## config.mk

```make
export PLATFORM = sky130hd
export DESIGN_NAME = iafsf_top
export DESIGN_NICKNAME = d
export VERILOG_FILES = /design/src/iafsf_pkg.sv /design/src/iafsf_evt_if.sv /design/src/iafsf_sticky.sv /design/src/iafsf_top.sv
export SDC_FILE = /design/constraint.sdc
export NUM_CORES = 1
export LEC_CHECK = 0
export BUFFER_PORTS_ARGS = -buffer_cell sky130_fd_sc_hd__buf_4
export CORE_MARGIN = 3
export CORE_UTILIZATION = 45
export CTS_CLUSTER_SIZE = 8
export DETAILED_ROUTE_END_ITERATION = 16
export GPL_ROUTABILITY_DRIVEN = 0
export MAX_ROUTING_LAYER = met4
export PLACE_DENSITY = 0.68
export SLEW_MARGIN = 20
export SYNTH_ARGS = -nofsm -noshare
export SYNTH_HDL_FRONTEND = slang
export SYNTH_SLANG_ARGS = --single-unit
```

## constraint.sdc

```tcl
create_clock -name CLK -period 3.4 [get_ports CLK]
set_input_delay 0.68 -clock CLK [delete_from_list [all_inputs] [get_ports CLK]]
set_output_delay 0.68 -clock CLK [all_outputs]
set_load 0.005 [all_outputs]
```

## src/iafsf_pkg.sv

```systemverilog
package iafsf_pkg;
    // ---------------------------------------------------------------
    // Register addresses
    // ---------------------------------------------------------------
    localparam logic [4:0] ADDR_MAIN_IRQ  = 5'h00;
    localparam logic [4:0] ADDR_AUX_MASK  = 5'h09;
    localparam logic [4:0] ADDR_AUX_IRQ   = 5'h0B;
    localparam logic [4:0] ADDR_FIFO_CNT  = 5'h0C;
    localparam logic [4:0] ADDR_FIFO_ERR  = 5'h0D;
    // ---------------------------------------------------------------
    // Auxiliary flag positions
    // ---------------------------------------------------------------
    localparam int AUX_DESELECT  = 7;
    localparam int AUX_FRAMING   = 6;
    localparam int AUX_PARITY    = 5;
    localparam int AUX_CHECKSUM  = 4;
    localparam int AUX_BUFFER    = 3;
    localparam int AUX_NVM_DONE  = 2;
    localparam int AUX_NVM_FAULT = 1;
    localparam int AUX_NVM_ABORT = 0;
    // ---------------------------------------------------------------
    // Second FIFO status and main register bit positions
    // ---------------------------------------------------------------
    localparam int FS2_UNDERFLOW = 6;
    localparam int FS2_OVERFLOW  = 5;
    localparam int FS2_PARTIAL   = 4;
    localparam int FS2_BITS_MSB  = 3;
    localparam int FS2_BITS_LSB  = 1;
    localparam int FS2_NO_PARITY = 0;
    localparam int MAIN_AUX_BIT  = 0;
    // ---------------------------------------------------------------
    // Reset values and limits
    // ---------------------------------------------------------------
    localparam logic [7:0] RESET_BYTE = 8'h00;
    localparam int         FIFO_DEPTH = 32;
    localparam int         CNT_W      = 6;
endpackage : iafsf_pkg

```

## src/iafsf_evt_if.sv

```systemverilog
`timescale 1ns/10ps
interface iafsf_evt_if;
    logic [7:0] set_vec;
    logic       clr_all;
    logic       rd_clr;
    logic [7:0] flags;
    modport owner (input set_vec, input clr_all, input rd_clr,
                   output flags);
    modport user  (output set_vec, output clr_all, output rd_clr,
                   input flags);
endinterface : iafsf_evt_if

```

## src/iafsf_sticky.sv

```systemverilog
`timescale 1ns/10ps
module iafsf_sticky (
    input  wire logic        clk,
    input  wire logic        rst_n,
    iafsf_evt_if.owner       evt
);
    logic [7:0] flags_ff;
    logic [7:0] nxt_flags;

    // ---------------------------------------------------------------
    // Sticky flags, set beats read clear; clear-all beats set
    // ---------------------------------------------------------------
    always_comb begin
        if (evt.clr_all) begin
            nxt_flags = iafsf_pkg::RESET_BYTE;
        end else if (evt.rd_clr) begin
            nxt_flags = evt.set_vec;
        end else begin
            nxt_flags = flags_ff | evt.set_vec;
        end
    end

    always_ff @(posedge clk or negedge rst_n) begin
        if (!rst_n) begin
            flags_ff <= iafsf_pkg::RESET_BYTE;
        end else begin
            flags_ff <= nxt_flags;
        end
    end

    assign evt.flags = flags_ff;
endmodule : iafsf_sticky

```

## src/iafsf_top.sv

```systemverilog
// Function
// - Main interrupt register clears at power-up and restore-defaults.
// - Main read clears nothing; bits 7..1 read 0; bit0 clears on auxiliary read.
// - Auxiliary register at 0Bh is read-only with eight event flags.
// - Parity or CRC faulty data still goes to FIFO, flag raised.
// - NVM done flag only for host-port writes that succeed.
// - NVM fault flag for host writes to protected or missing words.
// - Abort flag when card interface interrupts host NVM access.
// - Auxiliary register clears at reset, defaults and after each read.
// - Register 0Ch gives unread FIFO bytes 0..32 in bits 5..0.
// - Underflow bit 6 of 0Dh when host reads past FIFO content.
// - Auxiliary bit 3 flags FIFO overflow or underflow; overflow bit 5.
// - Bit 4 of 0Dh set when last FIFO byte is partial.
// - Bits 3..1 give valid bit count of partial last byte.
// - Bit 0 of 0Dh flags missing parity; counts as framing error.
// - Main bit0 set while any unmasked auxiliary event is pending.
// - Mask register 09h; set bit suppresses that event's interrupt.
`timescale 1ns/10ps
module iafsf_top #(
    parameter int FIFO_DEPTH = iafsf_pkg::FIFO_DEPTH
) (
    input  wire logic       CLK,
    input  wire logic       RST_N,
    input  wire logic       SET_DEFAULT,
    input  wire logic       FIFO_CLEAR,
    input  wire logic       REG_RD,
    input  wire logic [4:0] REG_ADDR,
    input  wire logic       MAIN_RD_CLR,
    input  wire logic       FIFO_PUSH,
    input  wire logic       FIFO_POP,
    input  wire logic       RX_PARITY_ERR,
    input  wire logic       RX_CRC_ERR,
    input  wire logic       RX_FRAMING_ERR,
    input  wire logic       RX_NO_PARITY,
    input  wire logic       RX_FRAME_END,
    input  wire logic [2:0] RX_LAST_BITS,
    input  wire logic       DESELECT_RX,
    input  wire logic       NVM_WR_DONE,
    input  wire logic       NVM_WR_FAULT,
    input  wire logic       NVM_WR_FROM_HOST,
    input  wire logic       NVM_ABORTED,
    input  wire logic       MASK_WR,
    input  wire logic [7:0] MASK_WDATA,
    output logic [7:0]      RDATA,
    output logic            AUX_PENDING,
    output logic            FIFO_PUSH_OK,
    output logic            FIFO_POP_OK
);
    // ---------------------------------------------------------------
    // Parameter check
    // ---------------------------------------------------------------
    if (FIFO_DEPTH < 1 || FIFO_DEPTH > 63) begin : g_bad_depth
        $error("FIFO_DEPTH outside 1..63");
    end

    localparam logic [5:0] DEPTH = 6'(FIFO_DEPTH);

    function automatic logic [7:0] fs2_pack(
        input logic       unf,
        input logic       ovr,
        input logic       part,
        input logic [2:0] bits,
        input logic       nopar
    );
        fs2_pack = {1'b0, unf, ovr, part, bits, nopar};
    endfunction : fs2_pack

    // ---------------------------------------------------------------
    // State
    // ---------------------------------------------------------------
    logic [5:0] cnt_ff,   nxt_cnt;
    logic       unf_ff,   nxt_unf;
    logic       ovr_ff,   nxt_ovr;
    logic       part_ff,  nxt_part;
    logic [2:0] bits_ff,  nxt_bits;
    logic       nopar_ff, nxt_nopar;
    logic [7:0] mask_ff,  nxt_mask;
    logic [7:0] rdata_ff, nxt_rdata;
    logic       pend_ff,  nxt_pend;
    logic       push_ok_ff, nxt_push_ok;
    logic       pop_ok_ff,  nxt_pop_ok;
    logic       clr_fifo;
    logic       aux_rd;
    logic       over_ev;
    logic       under_ev;

    iafsf_evt_if aux_evt ();

    iafsf_sticky u_aux (
        .clk   (CLK),
        .rst_n (RST_N),
        .evt   (aux_evt)
    );

    // ---------------------------------------------------------------
    // Event gathering
    // ---------------------------------------------------------------
    always_comb begin
        clr_fifo = SET_DEFAULT | FIFO_CLEAR;
        aux_rd   = REG_RD && (REG_ADDR == iafsf_pkg::ADDR_AUX_IRQ);
        over_ev  = FIFO_PUSH && !FIFO_POP && (cnt_ff == DEPTH);
        under_ev = FIFO_POP && !FIFO_PUSH && (cnt_ff == 6'h00);
        aux_evt.set_vec = 8'h00;
        aux_evt.set_vec[iafsf_pkg::AUX_DESELECT]  = DESELECT_RX;
        aux_evt.set_vec[iafsf_pkg::AUX_FRAMING]   =
            RX_FRAMING_ERR | RX_NO_PARITY;
        aux_evt.set_vec[iafsf_pkg::AUX_PARITY]    = RX_PARITY_ERR;
        aux_evt.set_vec[iafsf_pkg::AUX_CHECKSUM]  = RX_CRC_ERR;
        aux_evt.set_vec[iafsf_pkg::AUX_BUFFER]    = over_ev | under_ev;
        aux_evt.set_vec[iafsf_pkg::AUX_NVM_DONE]  =
            NVM_WR_DONE & NVM_WR_FROM_HOST;
        aux_evt.set_vec[iafsf_pkg::AUX_NVM_FAULT] =
            NVM_WR_FAULT & NVM_WR_FROM_HOST;
        aux_evt.set_vec[iafsf_pkg::AUX_NVM_ABORT] = NVM_ABORTED;
        aux_evt.clr_all = SET_DEFAULT;
        aux_evt.rd_clr  = aux_rd;
    end

    // ---------------------------------------------------------------
    // FIFO status next state
    // ---------------------------------------------------------------
    always_comb begin
        nxt_cnt   = cnt_ff;
        nxt_unf   = unf_ff | under_ev;
        nxt_ovr   = ovr_ff | over_ev;
        nxt_part  = part_ff;
        nxt_bits  = bits_ff;
        nxt_nopar = nopar_ff | RX_NO_PARITY;
        // Data of faulty frames is still counted
        if (FIFO_PUSH && !FIFO_POP && cnt_ff != DEPTH) begin
            nxt_cnt = cnt_ff + 6'h01;
        end else if (FIFO_POP && !FIFO_PUSH && cnt_ff != 6'h00) begin
            nxt_cnt = cnt_ff - 6'h01;
        end
        if (RX_FRAME_END) begin
            nxt_part = (RX_LAST_BITS != 3'h0);
            nxt_bits = RX_LAST_BITS;
        end
        if (clr_fifo) begin
            nxt_cnt   = 6'h00;
            nxt_unf   = 1'b0;
            nxt_ovr   = 1'b0;
            nxt_part  = 1'b0;
            nxt_bits  = 3'h0;
            nxt_nopar = 1'b0;
        end
    end

    // ---------------------------------------------------------------
    // Mask, summary and read data
    // ---------------------------------------------------------------
    always_comb begin
        nxt_mask = SET_DEFAULT ? iafsf_pkg::RESET_BYTE :
                   (MASK_WR ? MASK_WDATA : mask_ff);
        // Summary follows unmasked pending flags; falls on aux read
        nxt_pend = |(aux_evt.flags & ~mask_ff);
        if (aux_rd) begin
            nxt_pend = |(aux_evt.set_vec & ~mask_ff);
        end
        if (SET_DEFAULT) begin
            nxt_pend = 1'b0;
        end
        nxt_push_ok = (cnt_ff < DEPTH);
        nxt_pop_ok  = (cnt_ff != 6'h00);
        nxt_rdata = rdata_ff;
        if (REG_RD) begin
            unique case (REG_ADDR)
                iafsf_pkg::ADDR_MAIN_IRQ: nxt_rdata = {7'h00, pend_ff};
                iafsf_pkg::ADDR_AUX_MASK: nxt_rdata = mask_ff;
                iafsf_pkg::ADDR_AUX_IRQ:  nxt_rdata = aux_evt.flags;
                iafsf_pkg::ADDR_FIFO_CNT: nxt_rdata = {2'h0, cnt_ff};
                iafsf_pkg::ADDR_FIFO_ERR: nxt_rdata =
                    fs2_pack(unf_ff, ovr_ff, part_ff, bits_ff, nopar_ff);
                default:                  nxt_rdata = 8'h00;
            endcase
        end
    end

    always_ff @(posedge CLK or negedge RST_N) begin
        if (!RST_N) begin
            cnt_ff     <= 6'h00;
            unf_ff     <= 1'b0;
            ovr_ff     <= 1'b0;
            part_ff    <= 1'b0;
            bits_ff    <= 3'h0;
            nopar_ff   <= 1'b0;
            mask_ff    <= iafsf_pkg::RESET_BYTE;
            rdata_ff   <= 8'h00;
            pend_ff    <= 1'b0;
            push_ok_ff <= 1'b1;
            pop_ok_ff  <= 1'b0;
        end else begin
            cnt_ff     <= nxt_cnt;
            unf_ff     <= nxt_unf;
            ovr_ff     <= nxt_ovr;
            part_ff    <= nxt_part;
            bits_ff    <= nxt_bits;
            nopar_ff   <= nxt_nopar;
            mask_ff    <= nxt_mask;
            rdata_ff   <= nxt_rdata;
            pend_ff    <= nxt_pend;
            push_ok_ff <= nxt_push_ok;
            pop_ok_ff  <= nxt_pop_ok;
        end
    end

    assign RDATA        = rdata_ff;
    assign AUX_PENDING  = pend_ff;
    assign FIFO_PUSH_OK = push_ok_ff;
    assign FIFO_POP_OK  = pop_ok_ff;
endmodule : iafsf_top

```

==> results by stage, run 1 <==
Routing:
- In the detailed route, the total length drawn on met2 is 2.27 mm.
- The uppermost metal layer occupied by signal nets is met4.
- Summed over all layers, the routed wires come to 5.12 mm.
- The initial DRC count is 203.
- After detailed routing, the average wire length per cell comes to 16.3 um.
- The routed layout has 1812 vias.
- Before antenna repair, the detailed router went through 4 iterations.
- In the routed design, unresolved DRC markers number 0.
- The detailed-route vias per instance is 5.79.
- The wire length the detailed router placed on met1 is 2.39 mm.
- The length of routed met3 wiring is around 370 um.
- The remaining antenna violation count is 0.

Critical path:
- The setup check on the worst reg-to-reg path leaves a slack of 0.80 ns.
- Following the worst setup path forward leads to its endpoint at cnt_ff[5]$_DFFE_PN0P_.
- STA classifies the critical path startpoint as a register.
- By startpoint and endpoint, the worst setup path is classified as reg -> reg.
- The reg-to-reg critical path startpoint is cnt_ff[3]$_DFFE_PN0P_.
- The endpoint identified for the worst register-to-register timing path is cnt_ff[5]$_DFFE_PN0P_.
- The highest fanout seen on the critical path is 6.
- The number of cell instances on the worst register-to-register path is 8.
- The kind of end point of the critical path is a register.
- Tracing the worst setup path back leads to its startpoint at cnt_ff[3]$_DFFE_PN0P_.
- The arrival time reported for the critical path endpoint is 2.80 ns.
- The required time at the worst-slack endpoint is 3.60 ns.

Synth:
- The average instance in the mapped netlist occupies between 9 and 10 um2.
- In this run, synthesis produced a sequential element count of 40.
- After synthesis, the share of flip-flops with an asynchronous set or reset is 1.00.
- The number of enable flip-flop cells after synthesis is 0.
- The total nets after synthesis is roughly 260.
- The total of warnings raised by yosys is 0.
- The share of the Yosys chip area taken by registers is 0.467.
- Synthesis handed over a netlist of about 220 instances.
- The synthesized area is 2150 um2.
- The commonest register cell after synthesis is dfrtp_1.
- The count of distinct cell types in the synthesized netlist is 49.

Placement:
- The placed cell count is 305.
- OpenSTA, run right after detailed placement, puts the worst setup slack at 0.687 ns.
- The quantity of I/O buffers inserted on ports is 44.
- The estimated wirelength of the detail-placed design is 3.76 mm.

Global route:
- The global router's overall resource usage is 0.209.
- The number of global-route vias before repair was 1674.
- The first global-routing pass estimated 8.47 mm of wire.
- The number of antenna violations at the first check in global routing was 0.
- The sum of overflow across all layers after global routing is 0.
- Entering global routing, the biggest net connects 41 pins.

Timing:
- Setup repair after global routing left no endpoint under its margin.
- Dividing the final minimum period by the clock period gives 0.765.
- Adding up every negative setup slack in the final design gives 0 ns.
- The count of endpoints failing setup in the final report is 0.
- For the pin with the worst max-slew slack, the measured transition is slightly above 0.6 ns.
- The worst max-slew margin expressed relative to the limit is 0.590.
- The number of slew-limit violations in the final report is 0.
- The highest attainable clock frequency is between 300 and 400 MHz.
- The worst-case clock skew is 0.00564 ns.
- The count of endpoints failing hold in the final timing report is 0.
- The clock period minus final worst setup slack is 2.60 ns.
- Setup slack on the critical path of the routed design comes to 0.800 ns.

Pwr:
- The power per cell area is ~400 nW/um2.
- Overall power consumption after layout is estimated at 1.05 mW.
- The analysis attributes to cell leakage a power of 1.20 nW.
- The worst-case IR drop observed on VDD is 0.203 mV.
- The share of total power dissipated in the clock network is 0.321.
- The combinational share of power is 0.179.
- The internal power component is 0.755 mW.
- The net switching power figure is around 0.29 mW.
- The switching portion of total power is 0.280.
- The share of power burned in registers is 0.501.

Hold path:
- The path class of the tightest hold or removal check is in -> async.

Die:
- The initialized floorplan defines 24 standard-cell rows.
- The floorplan step defined a die boundary enclosing 5640 um2.
- For this design the top-level I/O count stands at 46.
- The starting density of the core is 0.480.
- From bottom edge to top edge, the die measures 75.1 um.
- The die is roughly 75 um wide.
- The core footprint is 4470 um2.

Job:
- The number of maximum-capacitance constraint violations is 0.

Outcome:
- The flow ran to the end, and the final reports show no timing, DRC or antenna violations.

Clocking:
- The clock tree from TritonCTS is done.
- After clock tree synthesis, the repair step resized 0 gates.
- In this run the post-CTS setup repair buffer count came out at 0.
- The CTS sink count is 40.
- In this run the number of H-tree levels came out at 2.
- Clock-pin slew was measured on the worst setup and hold paths at 0.08 ns.
- Counting the buffers created by CTS gives 5.
- In this run the clock root is driven by a clkbuf_8.
- The clock passes through at most 2 buffers.
- After clock tree synthesis, the flow added hold-fix buffers numbering 0.
- The insertion delay of the later-clocked pin in the worst-skew pair is approximately 0.3 ns.

Final layout:
- After the last flow step, the layout net total stands at 300.
- Leaving out fill and tap cells, the most frequent cells in the layout are buf_4 (44), dfrtp_1 (39), nor2_1 (33).
- The number of antenna diodes in the final layout is 0.
- Relative to the synthesized area, the layout overhead comes to 21.1%.
- Leaving out filler cells and counting taps, the final layout contains about 310.
- In the final layout, the share of cells above drive strength 1 is 0.241.
- Measured on the finished design, the core utilization comes to 0.581.
- The most frequent standard cell in the layout excluding fill and tap cells is buf_4.
-- power groups by stage --
stage               Sequential [mW]  Combinational (mW)  Clock [mW]
floorplan                     0.526               0.113           0
global placement              0.533               0.185           0
detailed placement            0.534               0.188           0
CTS                           0.524               0.189       0.343
global route                  0.528               0.211       0.362
finish                        0.525               0.187       0.336
-- area by class of cell --
| class | instances | area (um2) |
|---|---|---|
| fillers | 398 | 1870 |
| multi-input cells | 145 | 1020 |
| flip-flops and latches | 40 | 1000 |
| repair buffers | 44 | 330 |
| inverters | 24 | 90.1 |
| clock buffers | 7 | 86.3 |
| well taps | 52 | 65.1 |
| clock inverters | 1 | 7.51 |
-- state kept, by name, indices dropped and copies added (netlist names) --
signal and count:
part_ff 1, cnt_ff 6, AUX_PENDING 1, FIFO_PUSH_OK 1, nopar_ff 1, mask_ff 8, FIFO_POP_OK 1, u_aux.evt.flags 8
ovr_ff 1, unf_ff 1, RDATA 8, bits_ff 3
-- worst min-delay path by stage --
stage,slack (ns),start,to
6_report,0.35,RST_N,mask_ff[2]$_DFFE_PN0P_
5_1_grt,0.38,RST_N,mask_ff[2]$_DFFE_PN0P_
4_1_cts,0.37,RST_N,mask_ff[2]$_DFFE_PN0P_
3_5_place_dp,0.49,RDATA[7]$_DFFE_PN0P_,RDATA[7]$_DFFE_PN0P_
3_3_place_gp,0.48,nopar_ff$_DFF_PN0_,nopar_ff$_DFF_PN0_
2_1_floorplan,0.38,RST_N,AUX_PENDING$_DFF_PN0_
-- routing by layer --
metal,vias up,GRT usage
li1,882,-
met1,856,0.304
met2,67,0.283
met3,7,0.0467
met4,0,0.0751
met5,-,-
-- worst max-delay path, cell delays in order, from the launching register on --
cell and delay [ns]:
dfrtp_1 0.45, nor4_1 0.42, a31o_2 0.30, ha_1 0.26, a211oi_1 0.24, o21bai_1 0.13, a211o_1 0.32, o22a_1 0.18
o31ai_1 0.19
-- logic make-up after synthesis --
| group | share of synthesized area |
|---|---|
| compound gates | 0.212 |
| mux | 0.0606 |
| flops | 0.467 |
| simple gates | 0.153 |
| buf+inv | 0.0589 |
| fa+ha+maj | 0.0326 |
| xor+xnor | 0.0163 |
-- stage by stage --
| stage | hold slack, ns | instance area, um2 |
|---|---|---|
| detailed placement | 0.486 | 2510 |
| global placement | 0.482 | 2510 |
| floorplan | 0.384 | 2150 |
| finish | 0.348 | 2600 |
| global route | 0.383 | 2600 |
| CTS | 0.369 | 2600 |
-- cells in the mapped netlist, drive strengths merged, types with 2 or more instances --
| library cell | count | share of area |
|---|---|---|
| nor3 | 4 | 0.017 |
| a21boi | 5 | 0.017 |
| a21o | 2 | 0.0070 |
| xnor2 | 4 | 0.016 |
| or3b | 2 | 0.0082 |
| nor2 | 33 | 0.058 |
| nand2 | 7 | 0.012 |
| a31o | 2 | 0.0082 |
| a211oi | 2 | 0.0070 |
| inv | 24 | 0.042 |
| a221oi | 2 | 0.0082 |
| nand2b | 3 | 0.0087 |
| a211o | 2 | 0.0082 |
| ha | 4 | 0.023 |
| o21ai | 4 | 0.011 |
| a22oi | 4 | 0.014 |
| mux2i | 13 | 0.061 |
| o211ai | 2 | 0.0070 |
| buf | 3 | 0.0064 |
| clkbuf | 6 | 0.010 |
| a21oi | 12 | 0.028 |
| nor4 | 5 | 0.020 |
| dfrtp | 39 | 0.45 |
| o22ai | 8 | 0.023 |
| a222oi | 7 | 0.033 |
No activity file was read; power rests on OpenSTA's default activity.
==> run 2: changes to the inputs <==
Settings changed: ABC_AREA set to 1.
Clock period 3.4 ns to 2.6 ns, I/O delays scaled along.
==> run 2 against run 1 <==
Core utilization is 1.4 points higher. Cell count is 31% higher. Combinational power rose by 42%. Design area is 4.4% higher. Setup slack worse by 0.30 ns. Non-clock buffer count unchanged. Via count up 11%. Count of clock-buffer cells in the layout rose by 1. Clock power rose by 23%. Clock skew up 0.0017 ns.
==> results by stage, run 2 <==
Synth:
- The share of synthesized flip-flops with an asynchronous set or reset is 1.00 (unchanged).
- The gate count of the mapped netlist came to 296 (+36%).
- dfrtp_1 takes more of the synthesized area than any other cell.
- The commonest cells after synthesis are nand2_1 (71), dfrtp_1 (39), inv_1 (31), nand3_1 (31), nor2_1 (29).
- In the synthesized netlist the dominant register cell turns out to be dfrtp_1.
- The post-synthesis average cell area is 7.53 um2 (-24%).
- The synthesized area came to 2230 um2 (+3.8%).
- The sequential fraction of the synthesis area came to 0.449 (-0.0173).
- The register bit total from synthesis was 40 (unchanged).
- The total of warnings raised by yosys is 0 (unchanged).
- The area share of the largest cell type after synthesis is 0.438 (-0.0168).
- In the post-synthesis netlist, the biggest area contributors are dfrtp_1 (44%), nand2_1 (12%), nand3_1 (7.0%).
- The total nets after synthesis is 336 (+30%).
- The count of distinct cell types in the synthesized netlist is 31 (-37%).
- The number of enable flip-flop cells after synthesis came to 0 (unchanged).
- Among all cell types in the netlist, the one instantiated most often is nand2_1.

Critical path:
- The worst setup path is launched from a register.
- The highest fanout seen on the critical path is 10 (+4).
- Among the stages of the critical path, the cell type that occurs most often is nand2_1.
- By startpoint and endpoint, the worst setup path is classified as reg -> reg.
- The worst reg-to-reg setup slack is 0.50 ns (-0.30 ns).
- The slowest cell on the critical path is dfrtp_1.
- The reg-to-reg critical path startpoint is cnt_ff[2]$_DFFE_PN0P_.
- The required time at the worst-slack endpoint is 2.77 ns (-0.83 ns).
- Walking the worst path, the cells encountered are nor2_2 -> nand3_1 -> nand2_2 -> ha_1 -> nand2_1 -> nand2_1 -> inv_1 -> o21ai_0 -> or2_2 -> nand3_1 -> nand2_1.
- The arrival time reported for the critical path endpoint is 2.27 ns (-0.53 ns).
- The worst flop-to-flop path endpoint is cnt_ff[3]$_DFFE_PN0P_.
- The largest incremental delay on the critical path is 0.44 ns (about the same).
- The number of cell instances on the worst register-to-register path is 11 (+3).
- The kind of end point of the critical path is a register.

Routing:
- The remaining antenna violation count was 0 (unchanged).
- The total via count after detailed routing was 2018 (+11%).
- The detailed-route vias per instance came to 4.93 (-15%).
- The average wire length per cell after detail routing is 12.8 um (-22%).
- The DRC violation count after routing came to 0 (unchanged).
- The initial DRC count is 116 (-43%).
- The total iterations of the first detailed-routing run came to 4 (unchanged).
- The total wire length after detailed routing is 5.22 mm (+2.1%).

Global route:
- The global router's overall resource usage is 0.195 (-0.0142).
- The global-route wire length before repair was 8.85 mm (+4.4%).
- The number of antenna violations at the first check in global routing is 0 (unchanged).
- The largest net degree at the start of global routing is 41 (unchanged).
- The number of global-route vias before repair came to 1866 (+11%).
- The sum of overflow across all layers after global routing was 0 (unchanged).

Timing:
- The final hold slack is 0.196 ns (-0.152 ns).
- The worst-case clock skew is 0.00736 ns (+0.00172 ns).
- The highest attainable clock frequency is 475 MHz (+24%).
- Setup repair after global routing left no endpoint under its margin.
- The number of slew-limit violations in the final report is 0 (unchanged).
- The count of endpoints failing setup in the final report is 0 (unchanged).
- The actual slew at the worst max-slew pin came to 0.506 ns (-0.103 ns).
- The count of endpoints failing hold in the final timing report is 0 (unchanged).
- The post-route worst setup slack came to 0.495 ns (-0.305 ns).
- The clock period minus final worst setup slack is 2.11 ns (-0.495 ns).
- The post-route setup TNS is 0 ns (unchanged).
- The worst max-slew margin expressed relative to the limit is 0.663 (+0.0721).
- The post-route fraction of the period consumed by the critical path is 0.810 (+0.0449).

Final layout:
- The fraction of the core area covered by cells at the end of the flow is 0.595 (+0.0138).
- The number of nets in the layout came to 383 (+28%).
- From synthesis to final layout, the design area changed by 21.8%.
- The most frequent standard cell in the layout excluding fill and tap cells is nand2_1.
- The fraction of final layout cells with drive strength greater than 1 came to 0.215 (-0.0263).
- The fill cell total of the finished layout is 464 (+17%).
- The number of diodes came to 0 (unchanged).
- In the layout the commonest cells are nand2_1 (71), buf_4 (44), dfrtp_1 (39).

Pwr:
- The total power draw is 1.37 mW (+30%).
- The maximum ir drop on the vdd rail is 0.226 mV (+11%).
- The leakage power is 1.36 nW (+13%).
- The power per cell area is 503 nW/um2 (+25%).

Clocking:
- TritonCTS built the clock tree.
- The clock root buffer is clkbuf_8.
- The insertion delay of the later-clocked pin in the worst-skew pair is 0.28 ns (-0.02 ns).
- The level count of the clock H-tree is 2 (unchanged).
- The CTS sink count came to 40 (unchanged).
- The largest buffer count on any clock path is 2 (unchanged).
- The post-cts repair resize count is 0 (unchanged).
- The number of buffers added for setup after CTS is 0 (unchanged).
- The clock input transition at the sequential cells of the worst setup and hold paths was 0.07 ns (about the same).
- The hold buffer count at cts was 0 (unchanged).
- The number of CTS-inserted buffers is 5 (unchanged).

Die:
- The number of placement rows is 24 (unchanged).
- The die width was 76.4 um (+1.8%).
- The chip height was 76.4 um (+1.8%).
- The number of top-level pins is 46 (unchanged).
- The die footprint came to 5840 um2 (+3.5%).
- The core footprint is 4560 um2 (+2.0%).
- The starting density of the core came to 0.488 (+0.00862).

Placement:
- The estimated wirelength of the detail-placed design is 4.08 mm (+8.7%).
- The quantity of I/O buffers inserted on ports is 44 (unchanged).
- The minimum setup slack after placement came to 0.368 ns (-0.318 ns).

Hold path:
- The min-delay analysis places its worst path in the category in -> async.

Job:
- The number of maximum-capacitance constraint violations is 0 (unchanged).

Outcome:
- The run finished with clean final reports.
==> run 2: cell count changes in the layout (fill, tap and decap cells not counted), moves of 7 or more <==
cell,change
a222oi_1,-7
inv_1,+7
mux2i_1,-13
nand2_1,+64
nand3_1,+30
o21ai_1,+24
o22ai_1,-8
==> run 2: kinds of logic (layout without fill, tap and decap cells) <==
group | count (synthesis) | after routing | synth area share
fa+ha+maj | 5 | 5 | 0.0314
buf+inv | 42 | 90 | 0.0713
simple gates | 154 | 154 | 0.313
xor+xnor | 1 | 1 | 0.00393
compound gates | 54 | 54 | 0.131
flops | 40 | 40 | 0.449
==> run 2: worst max-delay path, delay by kind of cell, from the launching register on <==
family	cells	cell delay (ns)
flops	1	0.44
fa+ha+maj	1	0.33
compound gates	1	0.09
simple gates	8	1.10
buf+inv	1	0.04
==> run 2: worst max path at each step <==
stage	startpoint	end	slack, ns	cells past startpoint
floorplan	FIFO_PUSH	cnt_ff[3]$_DFFE_PN0P_	0.64	11
global placement	FIFO_POP	cnt_ff[3]$_DFFE_PN0P_	0.39	11
detailed placement	FIFO_POP	cnt_ff[3]$_DFFE_PN0P_	0.37	11
CTS	cnt_ff[1]$_DFFE_PN0P_	cnt_ff[3]$_DFFE_PN0P_	0.51	11
global route	cnt_ff[5]$_DFFE_PN0P_	cnt_ff[3]$_DFFE_PN0P_	0.31	12
finish	cnt_ff[2]$_DFFE_PN0P_	cnt_ff[3]$_DFFE_PN0P_	0.50	11
==> run 2: per-stage QoR <==
step / instance area, um2 / instances
3_3_place_gp: 2630 / 401
3_5_place_dp: 2630 / 401
4_1_cts: 2720 / 409
2_1_floorplan: 2230 / 296
5_1_grt: 2720 / 409
6_report: 2720 / 409
==> run 2: layout make-up <==
class                      instances  area, um2  share of cell area
multi-input combinational        214       1070               0.394
sequential                        40       1000               0.369
timing repair buffer              44        330               0.122
inverter                          38        143              0.0525
clock buffer                       8       90.1              0.0332
tap                               65       81.3              0.0300
==> run 2: where the power goes <==
part / internal [mW] / switching, mW
clock: 0.216 / 0.198
sequential: 0.659 / 0.0270
combinational: 0.109 / 0.157
==> run 2: metal layers <==
layer	global-route usage	routed length, um	vias to the layer above
met3	0.0402	271	4
met1	0.276	2620	897
met5	-	0	-
met4	0.0543	41	0
li1	-	-	1060
met2	0.285	2290	57
==> run 3: changes to the inputs <==
Settings changed: ABC_AREA 1 to 0.
Clock period 2.6 ns to 2 ns, I/O delays scaled along.
==> run 3 against run 2 <==
The run now ends with negative setup slack left. Fmax is 7.7% lower. Sequential power is 29% higher. Combinational power is 50% higher. Flip-flop and latch count stayed put. Routed wire length is 4.5% higher. Register-to-register slack worse by 0.77 ns. Worst hold slack worse by 0.12 ns. Setup slack worse by 0.77 ns. Non-clock buffer count is 24 higher. Global-route usage is 2.5 points higher. Count of clock-buffer cells in the layout is 1 lower. Largest cell class unchanged.
==> results by stage, run 3 (same netlist as run 1, synthesis figures left out) <==
Clocking:
- The largest buffer count on any clock path was 2 (unchanged).
- The insertion delay of the later-clocked pin in the worst-skew pair is 0.29 ns (about the same).
- The number of CTS-inserted buffers is 5 (unchanged).
- The CTS sink count is 40 (unchanged).
- The clock input transition at the sequential cells of the worst setup and hold paths is 0.07 ns (about the same).
- CTS placed an instance of clkbuf_8 at the clock tree root.
- The level count of the clock H-tree is 2 (unchanged).
- TritonCTS built the clock tree.

Routing:
- The total wire length after detailed routing is 5.46 mm (+4.5%).
- The DRC violation count after routing is 0 (unchanged).
- The total iterations of the first detailed-routing run is 6 (+2).
- The detailed-route vias per instance is 5.68 (+15%).
- The remaining antenna violation count is 0 (unchanged).
- The initial DRC count is 131 (+13%).
- The average wire length per cell after detail routing is 16.2 um (+27%).
- The total via count after detailed routing is 1915 (-5.1%).

Global route:
- The sum of overflow across all layers after global routing is 0 (unchanged).
- The global router's overall resource usage is 0.220 (+0.0247).
- The largest net degree at the start of global routing is 41 (unchanged).
- The number of global-route vias before repair was 1868 (+0.11%).
- The global-route wire length before repair is 8.98 mm (+1.6%).
- The number of antenna violations at the first check in global routing is 0 (unchanged).

Critical path:
- The worst reg-to-reg setup slack is -0.28 ns (-0.77 ns).
- The arrival time reported for the critical path endpoint came to 2.48 ns (+0.21 ns).
- In this run the worst setup path begins at cnt_ff[2]$_DFFE_PN0P_.
- The sort of element at the start of the critical path is a register.
- In this run the critical register-to-register path is launched from cnt_ff[2]$_DFFE_PN0P_.
- The worst flop-to-flop path endpoint is cnt_ff[5]$_DFFE_PN0P_.
- The critical path start-end classification is reg -> reg.
- The capture point of the critical path is cnt_ff[5]$_DFFE_PN0P_.
- The required time at the worst-slack endpoint is 2.20 ns (-0.57 ns).
- The highest fanout seen on the critical path is 4 (-6).
- The number of cell instances on the worst register-to-register path is 8 (-3).
- The kind of end point of the critical path is a register.

Timing:
- The count of endpoints failing hold in the final timing report came to 0 (unchanged).
- The post-route worst setup slack is -0.279 ns (-0.774 ns).
- The post-route fraction of the period consumed by the critical path came to 1.14 (+0.330).
- The worst max-slew margin expressed relative to the limit is 0.670 (+0.00789).
- The count of endpoints failing setup in the final report is 3 (+3).
- The number of slew-limit violations in the final report is 0 (unchanged).
- The clock period minus final worst setup slack is 2.28 ns (+0.174 ns).
- Setup repair after global routing could not meet its margin everywhere.
- The worst-case clock skew came to 0.00472 ns (-0.00263 ns).
- The highest attainable clock frequency is 439 MHz (-7.7%).
- The actual slew at the worst max-slew pin was 0.494 ns (-0.0118 ns).
- The final hold slack is 0.0732 ns (-0.123 ns).

Pwr:
- The power per cell area is 629 nW/um2 (+25%).
- The maximum ir drop on the vdd rail was 0.459 mV (+100%).
- The total power draw is 1.79 mW (+31%).
- The leakage power came to 1.33 nW (-1.7%).

Hold path:
- The worst hold-check path type is in -> async.

Die:
- The number of placement rows is 24 (unchanged).
- The number of top-level pins came to 46 (unchanged).
- The starting density of the core is 0.480 (-0.00862).
- The die footprint is 5640 um2 (-3.4%).
- The die width is 75.1 um (-1.7%).
- The core footprint is 4470 um2 (-2.0%).
- The chip height is 75.1 um (-1.7%).

Outcome:
- The final reports fail on negative setup slack.
- The run finished, with violations left.

Final layout:
- The fraction of the core area covered by cells at the end of the flow is 0.636 (+0.0416).
- The number of cells in the finished layout apart from fillers came to 337 (-18%).
- The library cell used most frequently in the layout, excluding fill and tap cells, is buf_4.
- The fraction of final layout cells with drive strength greater than 1 is 0.337 (+0.122).
- The area overhead of the layout relative to synthesis is 32.6%.
- The number of nets in the layout came to 324 (-15%).
- The number of diodes was 0 (unchanged).
- In the layout the commonest cells are buf_4 (66), dfrtp_1 (38), nor2_1 (33).

Job:
- The number of maximum-capacitance constraint violations came to 0 (unchanged).

Placement:
- The placed cell count is 326 (-19%).
- The quantity of I/O buffers inserted on ports is 44 (unchanged).
- The estimated wirelength of the detail-placed design is 4.06 mm (-0.57%).
==> run 3: cell count changes in the layout (fill, tap and decap cells not counted), moves of 6 or more <==
cell	previous run	this run
mux2i_1	0	13
a222oi_1	0	7
nand2_1	71	7
o22ai_1	0	8
o21ai_0	8	2
buf_4	44	66
inv_1	31	23
o21ai_1	24	1
nand3_1	31	1
==> run 3: critical path, stage by stage, from the launching register on <==
cell and delay, ns:
dfrtp_1 0.41, nor4_4 0.32, a31o_4 0.25, ha_4 0.21
a211oi_2 0.19, o21bai_1 0.12, a211o_1 0.29, o22a_1 0.17
o31ai_1 0.22
==> run 3: area by class of cell <==
type	count	area [um2]
clock buffers	7	76.3
repair buffers	68	518
inverters	24	90.1
clock inverters	1	5.00
well taps	52	65.1
fillers	392	1630
multi-input cells	145	1090
flip-flops and latches	40	1000
==> run 3: routing by layer <==
layer | GRT usage | vias to the layer above | part of all wire
li1 | - | 927 | -
met1 | 0.307 | 919 | 0.47
met2 | 0.322 | 67 | 0.46
met3 | 0.0534 | 2 | 0.070
met4 | 0.0534 | 0 | 0.0055
met5 | - | - | 0
==> run 3: how the worst min path moves through the flow <==
stage / from / to / slack [ns]
finish: RST_N / mask_ff[2]$_DFFE_PN0P_ / 0.07
detailed placement: RST_N / mask_ff[2]$_DFFE_PN0P_ / 0.40
CTS: RST_N / mask_ff[2]$_DFFE_PN0P_ / 0.09
global placement: RST_N / mask_ff[2]$_DFFE_PN0P_ / 0.41
global route: RST_N / u_aux.evt.flags[0]$_DFF_PN0_ / 0.1
floorplan: RST_N / AUX_PENDING$_DFF_PN0_ / 0.10
==> run 3: through the flow <==
step,worst slack [ns],TNS [ns],cell area [um2]
6_report,-0.279,-0.608,2850
5_1_grt,-0.393,-0.980,2850
4_1_cts,-0.273,-0.484,2840
3_5_place_dp,-0.340,-0.611,2700
3_3_place_gp,-0.289,-0.520,2700
2_1_floorplan,-0.205,-0.326,2190
==> run 3: where the power goes <==
group	leakage [nW]	switching [mW]	internal (mW)	total (mW)
Clock	0.0422	0.262	0.245	0.507
Sequential	0.529	0.0348	0.851	0.886
Combinational	0.761	0.196	0.203	0.399
Total	1.33	0.493	1.30	1.79
==> run 3: repair_timing <==
| action | in CTS | in global routing |
|---|---|---|
| hold buffers | 0 | 0 |
| pin swaps | 7 | 4 |
| setup buffers | 2 | 1 |
| endpoints found under the setup margin | 4 | 4 |
| gates resized for setup | 8 | 1 |
